==> src/core/fmsp_consts.vh <==
// Notes on behaviour
// - 8-bit async, filter on: flag needs stop
// - 9-bit, filter on: ninth bit 0 drops
// - bit 4 enables reception
// - bit 3 sent as ninth bit
// - ninth bit or stop latched to rx_ninth
// - tx flag: eighth bit or stop start
// - rx flag: eighth bit or mid stop
// - mode 0: shift register, clock on txd
// - mode 0: buffer write sends eight bits lsb-first
// - mode 0: receive when enabled, flag clear
// - 8-bit frame: start, eight data, stop
// - variable rate from either timer overflow
// - 8-bit async: stop loaded in ninth position
// - async receive starts on falling edge
// - 8-bit async: load only when flag clear
// - mode 2: clock over 64 or 32
// - 9-bit frame: eleven bits on line
// - 9-bit tx starts at next tick
// - 9-bit rx: load when flag clear, filter passes
// - mode 3: mode 2 with timer rate
// - async receive needs enable set
// - buffer write to tx, read from rx
// - sixteen overflow ticks per bit
// - mode 0 shift clock is core over 12
`ifndef FMSP_CONSTS_VH
`define FMSP_CONSTS_VH

// ****************************************
// register map
// ****************************************
`define FMSP_ADDR_CONTROL  8'h98
`define FMSP_ADDR_BUFFER   8'h99
`define FMSP_CONTROL_RESET 8'h00

// ****************************************
// control field positions
// ****************************************
`define FMSP_BIT_MODE_HIGH 7
`define FMSP_BIT_MODE_LOW  6
`define FMSP_BIT_FILTER    5
`define FMSP_BIT_RX_EN     4
`define FMSP_BIT_TX_NINTH  3
`define FMSP_BIT_RX_NINTH  2
`define FMSP_BIT_TX_DONE   1
`define FMSP_BIT_RX_DONE   0

// ****************************************
// timing counts
// ****************************************
`define FMSP_M0_DIV        12
`define FMSP_M0_HALF       6
`define FMSP_M2_DIV_SLOW   64
`define FMSP_M2_DIV_FAST   32
`define FMSP_TICKS_PER_BIT 16
`define FMSP_TICK_MID      7
`define FMSP_STOP_IDX_8    4'h9
`define FMSP_STOP_IDX_9    4'ha
`define FMSP_TX_FIFO_DEPTH 8

`endif

==> src/core/fmsp_fifo.v <==
`timescale 1ns/100ps
module fmsp_fifo #(
    parameter WIDTH = 8,
    parameter DEPTH = 8,
    parameter AW    = 3
) (
    // clock and reset
    input  wire             clk_sys,
    input  wire             rst_n,
    // fill side
    input  wire             in_valid,
    output wire             in_ready,
    input  wire [WIDTH-1:0] in_data,
    // drain side
    output wire             out_valid,
    input  wire             out_ready,
    output wire [WIDTH-1:0] out_data
);

    reg [WIDTH-1:0] mem_q [0:DEPTH-1];
    reg [AW-1:0]    wr_ptr_q;
    reg [AW-1:0]    rd_ptr_q;
    reg [AW:0]      count_q;
    wire            push;
    wire            pop;

    assign in_ready  = (count_q != DEPTH[AW:0]);
    assign out_valid = (count_q != {(AW+1){1'b0}});
    assign out_data  = mem_q[rd_ptr_q];
    assign push      = in_valid & in_ready;
    assign pop       = out_valid & out_ready;

    function [AW-1:0] next_ptr;
        input [AW-1:0] p;
        begin
            next_ptr = (p == DEPTH[AW-1:0] - 1'b1) ? {AW{1'b0}} : p + 1'b1;
        end
    endfunction

    always @(posedge clk_sys) begin
        if (push) begin
            mem_q[wr_ptr_q] <= in_data;
        end
    end

    always @(posedge clk_sys or negedge rst_n) begin
        if (!rst_n) begin
            wr_ptr_q <= {AW{1'b0}};
            rd_ptr_q <= {AW{1'b0}};
            count_q  <= {(AW+1){1'b0}};
        end else begin
            if (push) begin
                wr_ptr_q <= next_ptr(wr_ptr_q);
            end
            if (pop) begin
                rd_ptr_q <= next_ptr(rd_ptr_q);
            end
            if (push && !pop) begin
                count_q <= count_q + 1'b1;
            end else if (pop && !push) begin
                count_q <= count_q - 1'b1;
            end
        end
    end

endmodule

==> src/core/fmsp_serial_port.v <==
`timescale 1ns/100ps
`include "fmsp_consts.vh"
module fmsp_serial_port #(
    parameter FIFO_DEPTH = `FMSP_TX_FIFO_DEPTH,
    parameter FIFO_AW    = 3
) (
    // clock and reset
    input  wire       clk_sys,
    input  wire       arst_n,
    // special function register port
    input  wire [7:0] sfr_addr,
    input  wire       sfr_wr_en,
    input  wire [7:0] sfr_wdata,
    input  wire       sfr_rd_en,
    output reg  [7:0] sfr_rdata,
    output wire       tx_fifo_ready,
    // rate sources
    input  wire       rate_doubler,
    input  wire       timer1_ovf,
    input  wire       timer2_ovf,
    input  wire       tx_use_timer2,
    input  wire       rx_use_timer2,
    // serial pins
    input  wire       rxd_in,
    output wire       rxd_out,
    output wire       rxd_oe_n,
    output wire       txd_out
);

    // ****************************************
    // reset and pin synchronisers
    // ****************************************
    reg  rst_meta_q;
    reg  rst_n_q;
    reg  rxd_meta_q;
    reg  rxd_s_q;
    reg  rxd_prev_q;

    always @(posedge clk_sys or negedge arst_n) begin
        if (!arst_n) begin
            rst_meta_q <= 1'b0;
            rst_n_q    <= 1'b0;
        end else begin
            rst_meta_q <= 1'b1;
            rst_n_q    <= rst_meta_q;
        end
    end

    always @(posedge clk_sys or negedge rst_n_q) begin
        if (!rst_n_q) begin
            rxd_meta_q <= 1'b1;
            rxd_s_q    <= 1'b1;
            rxd_prev_q <= 1'b1;
        end else begin
            rxd_meta_q <= rxd_in;
            rxd_s_q    <= rxd_meta_q;
            rxd_prev_q <= rxd_s_q;
        end
    end

    // ****************************************
    // control register and fields
    // ****************************************
    reg  [7:0] ctrl_q;
    reg  [7:0] rx_buf_q;
    wire [1:0] mode;
    wire       filter_en;
    wire       rx_en;
    wire       wr_ctrl;
    wire       wr_buf;
    reg        ti_set;
    reg        ri_set;
    reg        rb8_load;
    reg        rb8_val;

    assign mode      = {ctrl_q[`FMSP_BIT_MODE_HIGH], ctrl_q[`FMSP_BIT_MODE_LOW]};
    assign filter_en = ctrl_q[`FMSP_BIT_FILTER];
    assign rx_en     = ctrl_q[`FMSP_BIT_RX_EN];
    assign wr_ctrl   = sfr_wr_en && (sfr_addr == `FMSP_ADDR_CONTROL);
    assign wr_buf    = sfr_wr_en && (sfr_addr == `FMSP_ADDR_BUFFER);

    // ****************************************
    // transmit fifo
    // ****************************************
    // writes land in the fifo; software must respect tx_fifo_ready
    wire       fifo_valid;
    reg        fifo_pop;
    wire [7:0] fifo_data;

    fmsp_fifo #(
        .WIDTH (8),
        .DEPTH (FIFO_DEPTH),
        .AW    (FIFO_AW)
    ) u_tx_fifo (
        .clk_sys   (clk_sys),
        .rst_n     (rst_n_q),
        .in_valid  (wr_buf),
        .in_ready  (tx_fifo_ready),
        .in_data   (sfr_wdata),
        .out_valid (fifo_valid),
        .out_ready (fifo_pop),
        .out_data  (fifo_data)
    );

    // ****************************************
    // rate generation
    // ****************************************
    reg  [3:0] m0_cnt_q;
    reg  [4:0] m2_cnt_q;
    reg        t1_half_q;
    wire       m2_tick;
    wire       t1_tick;
    wire       tx_tick;
    wire       rx_tick;
    wire       m0_end;

    // fixed mode ticks 16 per bit: every 4 or every 2 cycles
    assign m2_tick = rate_doubler ? (m2_cnt_q[0] == 1'b1)
                                  : (m2_cnt_q[1:0] == 2'b11);
    // the first timer is halved unless the doubler is set
    assign t1_tick = timer1_ovf & (rate_doubler | t1_half_q);
    assign tx_tick = (mode == 2'b10) ? m2_tick
                   : (tx_use_timer2 ? timer2_ovf : t1_tick);
    assign rx_tick = (mode == 2'b10) ? m2_tick
                   : (rx_use_timer2 ? timer2_ovf : t1_tick);
    assign m0_end  = (m0_cnt_q == (`FMSP_M0_DIV - 1));

    always @(posedge clk_sys or negedge rst_n_q) begin
        if (!rst_n_q) begin
            m2_cnt_q  <= 5'h00;
            t1_half_q <= 1'b0;
        end else begin
            m2_cnt_q <= m2_cnt_q + 5'h01;
            if (timer1_ovf) begin
                t1_half_q <= ~t1_half_q;
            end
        end
    end

    // ****************************************
    // transmit engine and mode 0 engine
    // ****************************************
    localparam S_IDLE  = 2'd0;
    localparam S_ASYNC = 2'd1;
    localparam S_M0TX  = 2'd2;
    localparam S_M0RX  = 2'd3;

    reg [1:0]  tx_st_q;
    reg [10:0] tx_sh_q;
    reg [3:0]  tx_bit_q;
    reg [3:0]  tx_sub_q;
    reg [7:0]  m0_rx_q;
    wire [3:0] stop_idx;

    assign stop_idx = mode[1] ? `FMSP_STOP_IDX_9 : `FMSP_STOP_IDX_8;
    assign txd_out  = (tx_st_q == S_M0TX || tx_st_q == S_M0RX)
                    ? (m0_cnt_q >= `FMSP_M0_HALF)
                    : (tx_st_q == S_ASYNC ? tx_sh_q[0] : 1'b1);
    assign rxd_out  = tx_sh_q[0];
    assign rxd_oe_n = (tx_st_q != S_M0TX);

    always @* begin
        fifo_pop = 1'b0;
        if (tx_st_q == S_IDLE && fifo_valid) begin
            fifo_pop = (mode == 2'b00) ? 1'b1 : tx_tick;
        end
    end

    always @(posedge clk_sys or negedge rst_n_q) begin
        if (!rst_n_q) begin
            tx_st_q  <= S_IDLE;
            tx_sh_q  <= 11'h7ff;
            tx_bit_q <= 4'h0;
            tx_sub_q <= 4'h0;
            m0_cnt_q <= 4'h0;
            m0_rx_q  <= 8'h00;
        end else begin
            case (tx_st_q)
                S_IDLE: begin
                    tx_bit_q <= 4'h0;
                    tx_sub_q <= 4'h0;
                    m0_cnt_q <= 4'h0;
                    if (fifo_pop && mode == 2'b00) begin
                        tx_sh_q <= {3'b111, fifo_data};
                        tx_st_q <= S_M0TX;
                    end else if (fifo_pop) begin
                        // stop or ninth bit sits above the data
                        tx_sh_q <= {1'b1,
                                    mode[1] ? ctrl_q[`FMSP_BIT_TX_NINTH] : 1'b1,
                                    fifo_data, 1'b0};
                        tx_st_q <= S_ASYNC;
                    end else if (mode == 2'b00 && rx_en
                                 && !ctrl_q[`FMSP_BIT_RX_DONE]) begin
                        tx_st_q <= S_M0RX;
                    end
                end
                S_ASYNC: begin
                    if (tx_tick) begin
                        tx_sub_q <= tx_sub_q + 4'h1;
                        if (tx_sub_q == (`FMSP_TICKS_PER_BIT - 1)) begin
                            // a mode change mid-frame must not strand the count
                            if (tx_bit_q >= stop_idx) begin
                                tx_st_q <= S_IDLE;
                            end else begin
                                tx_sh_q  <= {1'b1, tx_sh_q[10:1]};
                                tx_bit_q <= tx_bit_q + 4'h1;
                            end
                        end
                    end
                end
                S_M0TX, S_M0RX: begin
                    m0_cnt_q <= m0_end ? 4'h0 : m0_cnt_q + 4'h1;
                    if (tx_st_q == S_M0RX
                        && m0_cnt_q == (`FMSP_M0_HALF - 1)) begin
                        m0_rx_q <= {rxd_s_q, m0_rx_q[7:1]};
                    end
                    if (m0_end) begin
                        tx_sh_q  <= {1'b1, tx_sh_q[10:1]};
                        tx_bit_q <= tx_bit_q + 4'h1;
                        if (tx_bit_q == 4'h7) begin
                            tx_st_q <= S_IDLE;
                        end
                    end
                end
                default: begin
                    tx_st_q <= S_IDLE;
                end
            endcase
        end
    end

    // ****************************************
    // asynchronous receiver
    // ****************************************
    localparam R_IDLE  = 2'd0;
    localparam R_START = 2'd1;
    localparam R_DATA  = 2'd2;

    reg [1:0] rx_st_q;
    reg [3:0] rx_sub_q;
    reg [3:0] rx_bit_q;
    reg [8:0] rx_sh_q;
    wire      rx_mid;
    wire      rx_last;
    wire      rx_pass;

    assign rx_mid  = rx_tick && (rx_sub_q == `FMSP_TICK_MID);
    // data bits 0..7, then ninth (9-bit) or stop (8-bit) as index 8; 9-bit stop at 9
    assign rx_last = (rx_bit_q == (mode[1] ? 4'd9 : 4'd8));
    // 8-bit mode tests the stop bit, 9-bit mode tests the ninth bit
    assign rx_pass = !ctrl_q[`FMSP_BIT_RX_DONE]
                   && (!filter_en || (mode[1] ? rx_sh_q[8] : rxd_s_q));

    always @(posedge clk_sys or negedge rst_n_q) begin
        if (!rst_n_q) begin
            rx_st_q  <= R_IDLE;
            rx_sub_q <= 4'h0;
            rx_bit_q <= 4'h0;
            rx_sh_q  <= 9'h000;
        end else begin
            case (rx_st_q)
                R_IDLE: begin
                    rx_sub_q <= 4'h0;
                    rx_bit_q <= 4'h0;
                    if (mode != 2'b00 && rx_en
                        && rxd_prev_q && !rxd_s_q) begin
                        rx_st_q <= R_START;
                    end
                end
                R_START: begin
                    if (rx_tick) begin
                        rx_sub_q <= rx_sub_q + 4'h1;
                    end
                    if (rx_mid) begin
                        // start bit is skipped; a high midpoint was a glitch
                        rx_st_q <= rxd_s_q ? R_IDLE : R_DATA;
                    end
                end
                R_DATA: begin
                    if (rx_tick) begin
                        rx_sub_q <= rx_sub_q + 4'h1;
                    end
                    if (rx_mid) begin
                        rx_bit_q <= rx_bit_q + 4'h1;
                        if (rx_last) begin
                            rx_st_q <= R_IDLE;
                        end else if (rx_bit_q == 4'h8) begin
                            rx_sh_q[8] <= rxd_s_q;
                        end else begin
                            rx_sh_q[7:0] <= {rxd_s_q, rx_sh_q[7:1]};
                        end
                    end
                end
                default: begin
                    rx_st_q <= R_IDLE;
                end
            endcase
            if (mode == 2'b00 || !rx_en) begin
                rx_st_q <= R_IDLE;
            end
        end
    end

    // ****************************************
    // flag events
    // ****************************************
    always @* begin
        ti_set   = 1'b0;
        ri_set   = 1'b0;
        rb8_load = 1'b0;
        rb8_val  = 1'b0;
        if (tx_st_q == S_M0TX && m0_end && tx_bit_q == 4'h7) begin
            ti_set = 1'b1;
        end
        if (tx_st_q == S_ASYNC && tx_tick
            && tx_sub_q == (`FMSP_TICKS_PER_BIT - 1)
            && tx_bit_q == stop_idx - 4'h1) begin
            ti_set = 1'b1;
        end
        if (tx_st_q == S_M0RX && m0_end && tx_bit_q == 4'h7) begin
            ri_set = 1'b1;
        end
        if (rx_st_q == R_DATA && rx_mid && rx_last && rx_pass) begin
            ri_set   = 1'b1;
            rb8_load = 1'b1;
            rb8_val  = mode[1] ? rx_sh_q[8] : rxd_s_q;
        end
    end

    // ****************************************
    // register writes and reads
    // ****************************************
    always @(posedge clk_sys or negedge rst_n_q) begin
        if (!rst_n_q) begin
            ctrl_q    <= `FMSP_CONTROL_RESET;
            rx_buf_q  <= 8'h00;
            sfr_rdata <= 8'h00;
        end else begin
            if (wr_ctrl) begin
                ctrl_q <= sfr_wdata;
            end
            // hardware set wins over a software clear in the same cycle
            if (ti_set) begin
                ctrl_q[`FMSP_BIT_TX_DONE] <= 1'b1;
            end
            if (ri_set) begin
                ctrl_q[`FMSP_BIT_RX_DONE] <= 1'b1;
            end
            if (rb8_load) begin
                ctrl_q[`FMSP_BIT_RX_NINTH] <= rb8_val;
                rx_buf_q <= rx_sh_q[7:0];
            end else if (ri_set) begin
                rx_buf_q <= m0_rx_q;
            end
            if (sfr_rd_en) begin
                case (sfr_addr)
                    `FMSP_ADDR_CONTROL: sfr_rdata <= ctrl_q;
                    `FMSP_ADDR_BUFFER:  sfr_rdata <= rx_buf_q;
                    default:            sfr_rdata <= 8'h00;
                endcase
            end
        end
    end

endmodule

==> config.mk <==
export PLATFORM = sky130hd
export DESIGN_NAME = fmsp_serial_port
export DESIGN_NICKNAME = d
export VERILOG_FILES = /design/src/core/fmsp_fifo.v /design/src/core/fmsp_serial_port.v
export VERILOG_INCLUDE_DIRS = /design/src /design/src/core
export SDC_FILE = /design/constraint.sdc
export NUM_CORES = 1
export LEC_CHECK = 0
export BUFFER_PORTS_ARGS = -buffer_cell sky130_fd_sc_hd__buf_2
export CAP_MARGIN = 10
export CELL_PAD_IN_SITES_DETAIL_PLACEMENT = 0
export CELL_PAD_IN_SITES_GLOBAL_PLACEMENT = 1
export CORE_MARGIN = 4
export CORE_UTILIZATION = 40
export DETAILED_ROUTE_END_ITERATION = 8
export GPL_ROUTABILITY_DRIVEN = 0
export PLACE_DENSITY = 0.67
export SETUP_SLACK_MARGIN = 0.02
export SYNTH_ARGS = -nofsm -noshare
export SYNTH_HDL_FRONTEND = slang
export SYNTH_SLANG_ARGS = --single-unit
==> constraint.sdc <==
create_clock -name clk_sys -period 3.1 [get_ports clk_sys]
set_input_delay 0.62 -clock clk_sys [delete_from_list [all_inputs] [get_ports clk_sys]]
set_output_delay 0.62 -clock clk_sys [all_outputs]
set_load 0.01 [all_outputs]
After elaboration in Yosys (flattened, before gate mapping)
Memories as Yosys holds them, arrays and structs flattened.
Cells that the tools add are included.
Widths: inputs -> output; s select.
- register bits after elaboration: 97
- memory bits (writable): 64
- input bits: 26
- output and inout bits: 12
- word-level logic and storage cells: 210
- memories: 1
- add/subtract/negate cells: 11
- $lt $le $gt $ge: 2
- equal/unequal tests: 35
- mux-type cells: 68
- bitwise gates (word level): 7
- reduce and logical (&&, ||, !) cells: 59
- memories (name ; depth ; bits a word ; read ports ; clocked after Yosys merged registers in ; wr ports ; RTL line ; RTL):
    u_tx_fifo.mem_q ; 8 ; 8 ; 1 ; 0 ; 1 ; fmsp_fifo.v:20 ; reg [WIDTH-1:0] mem_q [0:DEPTH-1];
- operator list (operator ; count):
    $mux 11 ; 6
    $mux 4 ; 10
    $pmux 11 s3 ; 1
    $pmux 4 s2 ; 4
    $mux 2 ; 15
    $add 4x1->4 const B ; 6
    $logic_and 1x1->1 ; 24
    $mux 1 ; 23
    $reduce_bool 2->1 ; 10
    $eq 8x8->1 const B ; 2
    $mux 8 ; 2
    $pmux 8 s2 ; 1
    $reduce_and 4->1 ; 4
    $ne 2x2->1 const B ; 7
    $eq 4x3->1 const B ; 3
    $eq 4x4->1 const B ; 3
    $ne 3x3->1 const B ; 4
    $pmux 2 s3 ; 2
    $pmux 4 s3 ; 1
    $eq 2x2->1 const B ; 5
    $mux 3 ; 3
    $eq 4x4->1 ; 2
    $reduce_and 2->1 ; 4
    $sub 4x1->4 const B ; 2
    20 further kinds ; 38

Logic depth before layout (Yosys ltp)
- depth in word-level cells: 11
- gate-level depth with buffers: 13
- depth with buffers taken out: 13

Cells and area by module
A second synthesis with hierarchy kept.
- cells, all modules: 556
- area total of the unflattened synthesis: 7429.6 um2
- modules (own cells, without submodules) (module ; instances ; cells each ; area each (um2) ; seq. area each (um2)):
    fmsp_serial_port ; 1 ; 398 ; 4247.8 ; 2093.3
    fmsp_fifo ; 1 ; 158 ; 3181.8 ; 2172.1

Worst setup path before layout
OpenSTA, ideal clock, no wires.
- path kind: input port to flip-flop
- start: in sfr_addr[0]
- end: reg u_tx_fifo.count_q[3]
- setup time: 125 ps
- arrival time: 2599 ps
- data required time: 2975 ps
- slack: 375 ps
- cell stages on the path: 11
- buffers on the path: 1
- cell sequence: clkbuf_1 -> nand2_1 -> nor2_1 -> ha_1 -> inv_1 -> ha_1 -> a21o_1 -> a21oi_1 -> xnor2_1 -> nor2_1 -> xor2_1
- cells in the longest elaborated chain, start to end: 6
- elaborated cells between the ends (all ways): 8
- those cells by class: 1 x eq/ne; 1 x mux; 1 x bitwise; 5 x reduce/logical
- RTL lines (item ; RTL line ; RTL):
    start, declared ; fmsp_serial_port.v:11 ; input wire [7:0] sfr_addr,
    $eq 8x8->1 (*) ; -- ;
    $logic_and 1x1->1 (*) ; fmsp_serial_port.v:80 ; assign wr_buf = sfr_wr_en && (sfr_addr == `FMSP_ADDR_BUFFER);
    $and 1x1->1 (*) ; fmsp_fifo.v:30 ; assign push = in_valid & in_ready;
    via u_tx_fifo.push ; fmsp_fifo.v:24 ; wire push;
    $logic_not 1->1 ; fmsp_fifo.v:60 ; end else if (pop && !push) begin
    $logic_and 1x1->1 ; fmsp_fifo.v:60 ;
    $reduce_bool 2->1 (no source line) ; -- ;
    end signal, assigned ; fmsp_fifo.v:50 ; count_q <= {(AW+1){1'b0}};
    end signal, assigned ; fmsp_fifo.v:59 ; count_q <= count_q + 1'b1;
    end signal, assigned ; fmsp_fifo.v:61 ; count_q <= count_q - 1'b1;
    end, declared ; fmsp_fifo.v:23 ; reg [AW:0] count_q;
The timed path passes the listed nets; every way through them passes the cells marked *.
A chain may end at the register's enable or synchronous reset.

Worst setup path after layout
- start: reg m2_cnt_q[0]
- end: reg u_tx_fifo.count_q[3]
- cells in the longest elaborated chain, start to end: 9
- elaborated cells between the ends (all ways): 11
- those cells by class: 1 x eq/ne; 5 x mux; 1 x bitwise; 4 x reduce/logical
- RTL lines (item ; RTL line ; RTL):
    start, declared ; fmsp_serial_port.v:109 ; reg [4:0] m2_cnt_q;
    start signal, assigned ; fmsp_serial_port.v:133 ; m2_cnt_q <= m2_cnt_q + 5'h01;
    $eq 2x2->1 ; fmsp_serial_port.v:119 ; : (m2_cnt_q[1:0] == 2'b11);
    $mux 1 (*) ; fmsp_serial_port.v:118 ; assign m2_tick = rate_doubler ? (m2_cnt_q[0] == 1'b1)
    $mux 1 (*) ; fmsp_serial_port.v:122 ; assign tx_tick = (mode == 2'b10) ? m2_tick
    $mux 1 (*) ; fmsp_serial_port.v:165 ; fifo_pop = (mode == 2'b00) ? 1'b1 : tx_tick;
    $mux 1 (*) ; fmsp_serial_port.v:164 ; if (tx_st_q == S_IDLE && fifo_valid) begin
    $and 1x1->1 (*) ; fmsp_fifo.v:31 ; assign pop = out_valid & out_ready;
    $logic_not 1->1 ; fmsp_fifo.v:58 ; if (push && !pop) begin
    $logic_and 1x1->1 ; fmsp_fifo.v:58 ;
    $mux 4 or $reduce_bool 2->1 (tied branches) ; -- ;
Every way passes the cells marked *; elsewhere a longest branch is shown, timed or not.

==> flow_summary.json <==
{
  "nNetsFinal": 646,
  "grt_max_degree": 83,
  "yosysSeqAreaShare_pct": 59.33,
  "post_cts_resized": 0,
  "rsz0062_at_grt": "no",
  "synth_common_cells": "80 x dfrtp_1, 64 x edfxtp_1, 46 x nand2_1",
  "cp_data_arrival_time_ns": 2.87,
  "async_flop_share_pct": 59.24,
  "min_path_type": "input pin to register",
  "fp.dieW_um": 142.1,
  "finalCritPeriodShare_pct": 82.87,
  "setup-violations-final": 0,
  "synth_nets": 590,
  "hold_depth": 1,
  "ys_types": 56,
  "startpoint_type": "register",
  "cts_setup_buffers": 0,
  "worst_hold_path.endpoint": "rxd_meta_q$_DFF_PN1_",
  "ios": 38,
  "synth.most_common_cell": "dfrtp_1",
  "ys_seq_elements": 157,
  "fill_cells": 1516,
  "dp_hpwl_um": 10110,
  "worstPathRequired_ns": 3.40,
  "overflow": 0,
  "io_buffer_count": 37,
  "start_util_pct": 41.14,
  "reg2reg_from": "m2_cnt_q[0]$_DFF_PN0_",
  "antenna_found_initial": 0,
  "post_drt_wl_per_cell_um": 17.19,
  "vias": 4376,
  "syn2layout_area_growth_pct": 15.25,
  "r2r-end": "u_tx_fifo.count_q[3]$_DFFE_PN0P_",
  "synth_compound_area_share_pct": 6.718,
  "min-delay-start": "rxd_in",
  "grt_pass1_wl_um": 24250,
  "synthAdderAreaFrac_pct": 4.107,
  "viasPerCell": 5.241,
  "multiInputGateArea_sq_um": 2728,
  "ys.flop_type": "dfrtp_1",
  "first_pass_iters": 4,
  "drv_slew": 0,
  "cellPowerDensity_nw_per_um2": 527.9,
  "hold_viol": 0,
  "cts_tree": "yes",
  "first_iter_violations": 284,
  "fin_tns_setup_ns": 0,
  "vdd_drop_max_mv": 0.3686,
  "rr_worst_depth": 13,
  "max_freq_mhz": 389.3,
  "reg2reg_slack_ns": 0.53,
  "yosys.area_share.xor_xnor_pct": 1.462,
  "cts.sinks": 157,
  "yosys-top-cells-area": "dfrtp_1 28%, edfxtp_1 27%, mux2_2 5.3%, dfstp_2 4.8%, ha_1 3.8%",
  "grt_pass1_vias": 4593,
  "clk-insertion-delay-late_ns": 0.42,
  "cp_max_fo": 3,
  "end_kind": "register",
  "cts_inserted_buffers": 17,
  "cts_hold_buf": 1,
  "cts_root_buf": "clkbuf_16",
  "synth_area_sq_um": 7189,
  "relSlewSlack_pct": 29.36,
  "leakagePower_uw": 0.003529,
  "die_y_um": 142.1,
  "drc": 0,
  "layout_min_cycle_time_ns": 2.569,
  "synth_top_family_by_area": "multiplexers",
  "muxShareOfSynthArea_pct": 16.15,
  "drt-total-wl_um": 14350,
  "antennaDiodeCount": 0,
  "synth_edf_count": 64,
  "power.total_uw": 4374,
  "clkTransAtPathRegs_ns": 0.07,
  "ant_nets": 0,
  "regArea_sq_um": 4269,
  "yosys_warnings": 0,
  "track_usage_pct": 15.28,
  "htreeDepth": 4,
  "status": "complete, no violations",
  "tightest_slew_ns": 1.060,
  "synth_simple_gate_area_share_pct": 9.450,
  "rows": 48,
  "cts_max_path_buffers": 2,
  "maxCapViolations": 0,
  "synth_area_leader_cell": "dfrtp_1",
  "path_class": "register to register",
  "post_synth.cell_area_avg_sq_um": 13.29,
  "postSynthCellCount": 541,
  "layout-drive-gt1-share_pct": 24.26,
  "die_area_sq_um": 20180,
  "core-area_sq_um": 17480,
  "yosys.area.top_type_share_pct": 27.85,
  "clock_skew_ns": 0.01225
}
critical path, stage by stage (launching register included):
cell and delay, ns:
dfrtp_1 0.39, ha_1 0.19, mux2i_1 0.18, nand3_1 0.13, o21a_1 0.16, nand3_1 0.14
ha_1 0.21, inv_1 0.09, ha_1 0.28, a21o_1 0.18, a21oi_1 0.17, xnor2_1 0.14
nor2_1 0.06, xor2_1 0.14
how the worst max path moves through the flow:
stage | startpoint | endpoint | slack (ns) | cells after the start
floorplan | rst_n_q$_DFF_PN0_ | ctrl_q[0]$_DFFE_PN0P_ | 0.34 | 0
global placement | sfr_addr[5] | u_tx_fifo.count_q[3]$_DFFE_PN0P_ | 0.30 | 13
detailed placement | sfr_addr[5] | u_tx_fifo.count_q[3]$_DFFE_PN0P_ | 0.17 | 13
CTS | m2_cnt_q[0]$_DFF_PN0_ | u_tx_fifo.count_q[3]$_DFFE_PN0P_ | 0.52 | 13
global route | m2_cnt_q[0]$_DFF_PN0_ | u_tx_fifo.count_q[3]$_DFFE_PN0P_ | 0.36 | 13
finish | m2_cnt_q[0]$_DFF_PN0_ | u_tx_fifo.count_q[3]$_DFFE_PN0P_ | 0.53 | 13
report_power, final:
part	internal [uW]	switching, uW
registers	2190	41.5
clock network	1150	865
logic	54.6	77.7
stage by stage:
stage	instances	cell area (sq um)	hold slack (ns)	setup slack (ns)	util, %
3_5_place_dp	802	7696	0.3371	0.1747	44.04
4_1_cts	835	8285	0.2788	0.5202	47.41
5_1_grt	835	8285	0.2703	0.3607	47.41
3_3_place_gp	802	7696	0.3422	0.2966	44.04
2_1_floorplan	541	7189	0.3244	0.3405	-
6_report	835	8285	0.2944	0.5311	47.41
flip-flops by register name (all words and copies together), names as in the netlist, 3 cells and up:
signal,cells
u_tx_fifo.count_q,4
rx_sh_q,9
tx_bit_q,4
u_tx_fifo.wr_ptr_q,3
sfr_rdata,8
rx_buf_q,8
tx_sh_q,10
u_tx_fifo.rd_ptr_q,3
rx_bit_q,4
ctrl_q,8
rx_sub_q,4
m0_cnt_q,4
u_tx_fifo.mem_q,64
tx_sub_q,4
m0_rx_q,8
logic make-up (layout without fill, tap and decap cells):
group | after synthesis | after routing
compound gates | 75 | 75
simple gates | 141 | 141
other cells | 1 | 1
buf+inv | 45 | 114
flops | 157 | 157
fa+ha+maj | 23 | 23
mux | 87 | 87
xor+xnor | 12 | 12
layout make-up:
cell class	instances	area share (%)
sequential	157	51.53
clock inverter	11	1.163
inverter	26	1.178
clock buffer	21	5.829
multi-input combinational	339	32.92
tap	225	3.398
timing repair buffer	56	3.987
routing by layer:
layer  part of all wire (%)  global-route usage [%]  vias to the layer above
met5                      0                       0                        -
met4                   0.94                   4.343                        0
met1                     48                   21.46                     2207
met3                    3.1                   3.461                        9
li1                       -                       -                     2092
met2                     48                   23.98                       68
cells in the final DEF, fill, tap and decap left out, drive strengths merged, types with 13 or more instances in the layout:
cell / netlist / layout
dfrtp: 80 / 80
edfxtp: 64 / 64
buf: 8 / 55
nand2: 46 / 46
mux2: 45 / 45
inv: 26 / 34
mux2i: 26 / 26
nor2: 26 / 26
nand3: 24 / 24
ha: 22 / 22
clkbuf: 11 / 21
o21ai: 18 / 18
a21oi: 16 / 16
mux4: 16 / 16
dfstp: 13 / 13
(Power assumes the default switching activity.)
